===== config.mk =====
export PLATFORM = sky130hd
export DESIGN_NAME = axis_status_flag_words
export DESIGN_NICKNAME = d
export VERILOG_FILES = /design/src/design/sticky_flag_bank.v /design/src/design/level_mirror.v /design/src/design/axis_status_flag_words.v
export VERILOG_INCLUDE_DIRS = /design/src /design/src/design
export SDC_FILE = /design/constraint.sdc
export NUM_CORES = 1
export LEC_CHECK = 0
export BUFFER_PORTS_ARGS = -buffer_cell sky130_fd_sc_hd__clkbuf_2
export CAP_MARGIN = 20
export CORE_MARGIN = 2
export CORE_UTILIZATION = 40
export CTS_BUF_LIST = sky130_fd_sc_hd__clkbuf_4
export DETAILED_ROUTE_END_ITERATION = 16
export PLACE_DENSITY = 0.76
export SLEW_MARGIN = 20
export SYNTH_ARGS = -nofsm -noshare
export SYNTH_HDL_FRONTEND = slang
export SYNTH_HIERARCHICAL = 1
export SYNTH_SLANG_ARGS = --single-unit

===== constraint.sdc =====
create_clock -name i_clk -period 3.9 [get_ports i_clk]
set_clock_uncertainty 0.05 [all_clocks]
set_input_delay 0.78 -clock i_clk [delete_from_list [all_inputs] [get_ports i_clk]]
set_output_delay 0.78 -clock i_clk [all_outputs]
set_load 0.05 [all_outputs]

===== src/design/axis_status_consts.vh =====
// Constants for the per-axis status flag words and their register bus.
`ifndef AXIS_STATUS_CONSTS_VH
`define AXIS_STATUS_CONSTS_VH

// Register indices; the byte address is four times the index.
`define ASF_IDX_CTRL_STATUS 8'h05
`define ASF_IDX_IO_STATUS 8'h06
`define ASF_IDX_MODE 8'h10
`define ASF_IDX_FLAG_CLEAR 8'h11
`define ASF_ADDR_CTRL_STATUS 8'h14
`define ASF_ADDR_IO_STATUS 8'h18
`define ASF_ADDR_MODE 8'h40
`define ASF_ADDR_FLAG_CLEAR 8'h44
`define ASF_ADDR_W 8

// Field positions in the control status word.
`define ASF_CTRL_CMD_OVF 4
`define ASF_CTRL_CMD_UNF 5
`define ASF_CTRL_FB_OVF 6
`define ASF_CTRL_FB_UNF 7
`define ASF_CTRL_SENSOR_ERR 8
`define ASF_CTRL_SERVO_ERR 9
`define ASF_CTRL_EXEC_ERR 10
`define ASF_CTRL_AXIS_WARN 11
`define ASF_CTRL_AXIS_ERR 12
`define ASF_CTRL_ZONE0 13
`define ASF_CTRL_STICKY_LO 4
`define ASF_CTRL_STICKY_HI 12
`define ASF_STICKY_W 9
`define ASF_ZONE_W 3

// Field positions in the external I/O status word.
`define ASF_IO_SERVO_ON 0
`define ASF_IO_ORIGIN_PROX 10
`define ASF_IO_USED_W 11

// Mode register: bit 0 selects linear position mode.
`define ASF_MODE_LINEAR 0
`define ASF_MODE_RESET 1'h1
`define ASF_WORD_W 16

`endif


===== src/design/sticky_flag_bank.v =====
// Bank of sticky event flags in which a set beats a clear in the same cycle.
`timescale 1ns/1ps
`default_nettype none
module sticky_flag_bank #(
   parameter W = 9
) (
   // Clock, reset and enable
   input wire i_clk,
   input wire i_rst,
   input wire i_ce,
   // Per-bit set and clear
   input wire [W-1:0] i_set,
   input wire [W-1:0] i_clr,
   // Flags
   output wire [W-1:0] o_flags
);
   reg [W-1:0] flag_reg;
   genvar g;
   generate
      for (g = 0; g < W; g = g + 1)
      begin : bit_cell
         always @(posedge i_clk or posedge i_rst)
         begin
            if (i_rst)
               flag_reg[g] <= 1'b0;
            else if (i_ce)
               flag_reg[g] <= i_set[g] | (flag_reg[g] & ~i_clr[g]);
         end
      end
   endgenerate
   assign o_flags = flag_reg;
endmodule
`default_nettype wire


===== src/design/level_mirror.v =====
// Registered copy of live level inputs.
`timescale 1ns/1ps
`default_nettype none
module level_mirror #(
   parameter W = 14
) (
   // Clock, reset and enable
   input wire i_clk,
   input wire i_rst,
   input wire i_ce,
   // Levels in and out
   input wire [W-1:0] i_d,
   output wire [W-1:0] o_q
);
   reg [W-1:0] q_reg;
   always @(posedge i_clk or posedge i_rst)
   begin
      if (i_rst)
         q_reg <= {W{1'b0}};
      else if (i_ce)
         q_reg <= i_d;
   end
   assign o_q = q_reg;
endmodule
`default_nettype wire


===== src/design/axis_status_flag_words.v =====
// Per-axis control and external I/O status words behind an APB slave.
//
// How it works
// Command position underflow in linear mode sets control bit 5.
// Feedback position overflow in linear mode sets control bit 6.
// Feedback position underflow in linear mode sets control bit 7.
// Any external sensor fault sets control bit 8.
// A servo drive alarm sets control bit 9.
// A rejected axis operation command sets control bit 10.
// A warning during memory operation sets control bit 11.
// Any axis error sets control bit 12.
// Control bits 13 to 15 follow membership of zones 0 to 2.
// I/O bit 0 follows servomotor energised.
// I/O bit 1 follows the alarm reset output.
// I/O bit 2 follows the deviation counter reset output.
// I/O bit 3 follows the forward torque limit output.
// I/O bit 4 follows the reverse torque limit output.
// I/O bit 5 follows main circuit voltage present.
// I/O bit 6 follows the drive warning input.
// I/O bit 7 follows drive ready.
// I/O bit 8 follows the forward travel limit input.
// I/O bit 9 follows the reverse travel limit input.
// I/O bit 10 follows the origin proximity input.
// Command position overflow in linear mode sets control bit 4.
// Both status words are read-only; writes change no flag.
`timescale 1ns/1ps
`default_nettype none
`include "axis_status_consts.vh"
module axis_status_flag_words (
   // Clock, reset and enable
   input wire i_clk,
   input wire i_rst,
   input wire i_ce,
   // APB slave
   input wire i_psel,
   input wire i_penable,
   input wire i_pwrite,
   input wire [`ASF_ADDR_W-1:0] i_paddr,
   input wire [31:0] i_pwdata,
   output wire [31:0] o_prdata,
   output wire o_pready,
   output wire o_pslverr,
   // Position range events, one-cycle pulses
   input wire i_cmd_pos_ovf,
   input wire i_cmd_pos_unf,
   input wire i_fb_pos_ovf,
   input wire i_fb_pos_unf,
   // Error and warning events, one-cycle pulses
   input wire i_sensor_fault,
   input wire i_drive_alarm,
   input wire i_exec_reject,
   input wire i_mem_op_warning,
   input wire i_axis_fault,
   // Zone membership levels, bit n for zone n
   input wire [`ASF_ZONE_W-1:0] i_zone,
   // Servo drive outputs as driven by the unit
   input wire i_servo_on,
   input wire i_alarm_reset_out,
   input wire i_dev_cnt_reset_out,
   input wire i_fwd_torque_lim_out,
   input wire i_rev_torque_lim_out,
   // Servo drive and sensor inputs
   input wire i_main_circuit_on,
   input wire i_drive_warning,
   input wire i_servo_ready,
   input wire i_fwd_limit,
   input wire i_rev_limit,
   input wire i_origin_prox,
   // Status words for the local logic
   output wire [`ASF_WORD_W-1:0] o_ctrl_status,
   output wire [`ASF_WORD_W-1:0] o_io_status
);
   localparam MIRROR_W = `ASF_ZONE_W + `ASF_IO_USED_W;

   // Bus decode.
   wire setup_phase;
   wire access_done;
   wire hit_ctrl;
   wire hit_io;
   wire hit_mode;
   wire hit_clear;
   wire hit_any;
   wire wr_mode;
   wire wr_clear;

   // Register state.
   reg mode_linear_reg;
   reg mode_linear_next;
   reg [31:0] rdata_reg;
   reg [31:0] rdata_next;

   // Flag datapath.
   wire linear_mode;
   wire [`ASF_STICKY_W-1:0] sticky_set;
   wire [`ASF_STICKY_W-1:0] sticky_clr;
   wire [`ASF_STICKY_W-1:0] sticky_q;
   wire [MIRROR_W-1:0] mirror_d;
   wire [MIRROR_W-1:0] mirror_q;
   wire [`ASF_ZONE_W-1:0] zone_q;
   wire [`ASF_IO_USED_W-1:0] io_q;
   wire early_error;

   // The slave answers in the first access cycle; a frozen enable stalls it.
   assign o_pready = i_ce;
   assign setup_phase = i_psel & ~i_penable;
   assign access_done = i_psel & i_penable & i_ce;

   assign hit_ctrl = (i_paddr == `ASF_ADDR_CTRL_STATUS);
   assign hit_io = (i_paddr == `ASF_ADDR_IO_STATUS);
   assign hit_mode = (i_paddr == `ASF_ADDR_MODE);
   assign hit_clear = (i_paddr == `ASF_ADDR_FLAG_CLEAR);
   assign hit_any = hit_ctrl | hit_io | hit_mode | hit_clear;

   // Unmapped addresses answer with an error and have no effect.
   assign o_pslverr = i_psel & i_penable & ~hit_any;

   // status writes ignored
   assign wr_mode = access_done & i_pwrite & hit_mode;
   assign wr_clear = access_done & i_pwrite & hit_clear;

   always @*
   begin
      mode_linear_next = mode_linear_reg;
      if (wr_mode)
         mode_linear_next = i_pwdata[`ASF_MODE_LINEAR];
   end

   always @(posedge i_clk or posedge i_rst)
   begin
      if (i_rst)
         mode_linear_reg <= `ASF_MODE_RESET;
      else if (i_ce)
         mode_linear_reg <= mode_linear_next;
   end

   assign linear_mode = mode_linear_reg;

   // Read data is taken in the setup cycle so it comes out of a flip-flop
   // in the access cycle; the trade is one cycle of age on live levels.
   always @*
   begin
      rdata_next = rdata_reg;
      if (setup_phase & ~i_pwrite)
      begin
         rdata_next = 32'h00000000;
         if (hit_ctrl)
            rdata_next[`ASF_WORD_W-1:0] = o_ctrl_status;
         else if (hit_io)
            rdata_next[`ASF_WORD_W-1:0] = o_io_status;
         else if (hit_mode)
            rdata_next[`ASF_MODE_LINEAR] = mode_linear_reg;
      end
   end

   always @(posedge i_clk or posedge i_rst)
   begin
      if (i_rst)
         rdata_reg <= 32'h00000000;
      else if (i_ce)
         rdata_reg <= rdata_next;
   end

   assign o_prdata = rdata_reg;

   // Outside linear mode the counters wrap by design, so range events
   // are dropped rather than latched.
   // command overflow flag
   assign sticky_set[`ASF_CTRL_CMD_OVF-`ASF_CTRL_STICKY_LO] =
      i_cmd_pos_ovf & linear_mode;
   // command underflow flag
   assign sticky_set[`ASF_CTRL_CMD_UNF-`ASF_CTRL_STICKY_LO] =
      i_cmd_pos_unf & linear_mode;
   // feedback overflow flag
   assign sticky_set[`ASF_CTRL_FB_OVF-`ASF_CTRL_STICKY_LO] =
      i_fb_pos_ovf & linear_mode;
   // feedback underflow flag
   assign sticky_set[`ASF_CTRL_FB_UNF-`ASF_CTRL_STICKY_LO] =
      i_fb_pos_unf & linear_mode;
   // sensor error flag
   assign sticky_set[`ASF_CTRL_SENSOR_ERR-`ASF_CTRL_STICKY_LO] =
      i_sensor_fault;
   // servo error flag
   assign sticky_set[`ASF_CTRL_SERVO_ERR-`ASF_CTRL_STICKY_LO] =
      i_drive_alarm;
   // execution error flag
   assign sticky_set[`ASF_CTRL_EXEC_ERR-`ASF_CTRL_STICKY_LO] =
      i_exec_reject;
   // axis warning flag
   assign sticky_set[`ASF_CTRL_AXIS_WARN-`ASF_CTRL_STICKY_LO] =
      i_mem_op_warning;

   // summary axis error
   assign early_error = |sticky_set[`ASF_CTRL_EXEC_ERR-`ASF_CTRL_STICKY_LO:0];
   assign sticky_set[`ASF_CTRL_AXIS_ERR-`ASF_CTRL_STICKY_LO] =
      i_axis_fault | early_error;

   // Write-one-to-clear; a set in the same cycle still wins.
   assign sticky_clr = wr_clear ?
      i_pwdata[`ASF_CTRL_STICKY_HI:`ASF_CTRL_STICKY_LO] :
      {`ASF_STICKY_W{1'b0}};

   sticky_flag_bank #(
      .W(`ASF_STICKY_W)
   ) u_sticky (
      .i_clk(i_clk),
      .i_rst(i_rst),
      .i_ce(i_ce),
      .i_set(sticky_set),
      .i_clr(sticky_clr),
      .o_flags(sticky_q)
   );

   // servo on level
   // alarm reset level
   // deviation reset level
   // forward torque level
   // reverse torque level
   // main circuit level
   // drive warning level
   // servo ready level
   // forward limit level
   // reverse limit level
   // origin proximity level
   // zone levels
   assign mirror_d = {
      i_zone,
      i_origin_prox,
      i_rev_limit,
      i_fwd_limit,
      i_servo_ready,
      i_drive_warning,
      i_main_circuit_on,
      i_rev_torque_lim_out,
      i_fwd_torque_lim_out,
      i_dev_cnt_reset_out,
      i_alarm_reset_out,
      i_servo_on
   };

   level_mirror #(
      .W(MIRROR_W)
   ) u_mirror (
      .i_clk(i_clk),
      .i_rst(i_rst),
      .i_ce(i_ce),
      .i_d(mirror_d),
      .o_q(mirror_q)
   );

   assign zone_q = mirror_q[MIRROR_W-1:`ASF_IO_USED_W];
   assign io_q = mirror_q[`ASF_IO_USED_W-1:0];

   // Bits 0 to 3 of the control word and 11 to 15 of the I/O word are
   // owned by other blocks and read as zero here.
   assign o_ctrl_status = {zone_q, sticky_q, 4'h0};
   assign o_io_status = {5'h00, io_q};
endmodule
`default_nettype wire


==> metrics.txt <==
Switching Fraction 0.360; fmax 312 MHz; Setup CP Type in2out; layout cells sized above 1 0.468; pwr/cell area 342 nW/µm²; Hold WC Path Type in2async; crit path DAT 2.38 ns; DRC 0; vias per cell 4.79; Avg Cell Area, Syn 11.7 µm²; drt wl/cell 13.9 µm; Antenna Nets Post-Route 0; Post-synth EDFFs 0; Worst slew margin 0.536; hpwl dp 3610 µm; Crit path required time 3.07 ns; Least-Margin Pin Slew 0.696 ns; CTS tree yes; hold_buf cts 0; RePlAce Congestion 0.732; Worst setup EP type primary output; die width 76.7 µm; crit-path max FO 8; Reg2Reg Depth 4; delay-heaviest family, CP simple AND/OR/NAND/NOR gates; H-tree levels 2; antenna violations before repair 0; Final Util 0.492; Synth top area share 0.462; Seq pwr share 0.521; Leakage 1.29 nW; critical path's slowest cell or4_4; Antenna diodes 0; Clock power frac 0.225; Core Footprint 5110 µm²; Mapped Cells 180; Total GRT Usage 0.162; Num Clock Sinks 40; crit path launch type primary input; NetSw 310 µW; status complete, no violations; Synth top cells by count dfrtp_1 (39), buf_4 (26), a22o_1 (17); Power, Total 860 µW; Ys Warns 6; max-slew violation count 0; floorplan row count 26; Ports 135; Starting Density 0.414; final hold vios 0; PostCTS Resize Cnt 0; # setup viols final 0; Iteration-0 DRC Markers 55; Tmin final 3.21 ns; NumNets Final 333; clk root buf clkbuf_4; Total Wirelength 4650 µm; RSZ-0062 raised after global routing no; clk buf depth 2; vias 1,603; postcts setup bufs 0; worst-path cell chain clkbuf_2 -> or4_4 -> or2_1 -> o21a_1 -> clkbuf_2; number of buffers and inverters on the critical path 2; most frequent cell after synthesis dfrtp_1; synth top area cells dfrtp_1 (46%), buf_4 (9.2%), mux2_2 (7.5%); Distinct cells, synth 31; max-cap viol count 0; ys flop type dfrtp_1; CTS Buf Count 5; largest net degree at the start of global routing 27; Layout area overhead 18.9%; Clock Latency Late Sink 0.34 ns; most used cell, CP clkbuf_2; share of synthesized registers carrying an async set or reset 1.00; TritonRoute pass-1 iters 4; port bufs 87; #FFs+latches synth 40; Post-Syn Area 2110 µm²; first-pass GRT wire length 7390 µm; sequential share of the synthesized area 0.474; number of global-route vias before repair 1,530; Die Span Y 76.7 µm; Total Die Area 5880 µm²; Gate power share 0.254; Max stage delay on crit path 0.61 ns; CTS clk-pin slew, worst paths 0.12 ns; Final period util 0.823; worst vdd ir 0.205 mV; Overflow after GRT 0; WP depth 5; total negative setup slack 0 ns; largest area contributor in the netlist dfrtp_1; Pint 550 µW; hold slack 0.342 ns
## power by group through the flow
stage          clock network [mW]  logic [mW]  registers [mW]
3_5_place_dp                    0       0.219           0.456
5_1_grt                     0.218       0.232           0.451
4_1_cts                     0.204       0.220           0.448
2_1_floorplan                   0       0.128           0.515
3_3_place_gp                    0       0.217           0.455
6_report                    0.193       0.218           0.448
## path summary, 6_finish.rpt
check                                 endpoint   startpoint  slack, ns
max reg2reg                u_sticky/o_flags[8]  linear_mode       2.58
max                                  o_pslverr   i_paddr[1]       0.69
min                        u_sticky/o_flags[7]        i_rst       0.34
min reg2reg                        o_prdata[8]  o_prdata[8]       0.45
max in group asynchronous          o_prdata[5]        i_rst       2.86
min in group i_clk                 o_prdata[8]  o_prdata[8]       0.45
## sequential cells by signal, summed over array words and instances, names as in the netlist
name and cells:
u_sticky/o_flags 9, o_prdata 16, u_mirror/o_q 14, linear_mode 1
## kinds of logic after synthesis
family	Yosys count	share of synthesized area
AO/OA/AOI/OAI	34	0.149
buffers and inverters	39	0.137
flip-flops	40	0.474
multiplexers	15	0.0799
other	1	0.00177
AND/OR/NAND/NOR	51	0.158
## cell type report
type	instances	area (µm²)
Tap cell	70	87.6
Clock buffer	5	37.5
Timing Repair Buffer	89	450
Inverter	3	11.3
Multi-Input combinational cell	125	912
Clock inverter	3	13.8
Sequential cell	40	1000
Fill cell	501	2590
## through the flow
step           cell area [µm²]  worst slack, ns  instances
6_report                  2510            0.691        335
5_1_grt                   2510            0.630        335
4_1_cts                   2510            0.672        335
3_5_place_dp              2460            0.670        327
3_3_place_gp              2460            0.683        327
2_1_floorplan             2200            0.896        204
## placed cells by master (no fill, tap or decap), types with 2 or more instances in the layout
master / Yosys / routed
clkbuf_2: 0 / 87
dfrtp_1: 39 / 39
conb_1: 1 / 25
a22o_1: 17 / 17
nand2_1: 16 / 16
mux2_2: 14 / 14
and2_1: 13 / 13
a22oi_1: 7 / 7
o31ai_2: 7 / 7
nand2b_1: 5 / 5
clkbuf_4: 0 / 5
nor4_1: 4 / 4
nor4_4: 3 / 3
inv_1: 3 / 3
nor2b_1: 2 / 2
clkinv_2: 0 / 2
buf_4: 26 / 2
## metal layers
| metal | global-route usage | vias to the layer above | routed length, µm |
|---|---|---|---|
| li1 | - | 755 | - |
| met2 | 0.272 | 68 | 2310 |
| met4 | 0.0436 | 0 | 37 |
| met1 | 0.208 | 775 | 1990 |
| met3 | 0.0424 | 5 | 310 |
| met5 | 0 | - | 0 |
Power figures use the tool's default switching activity.
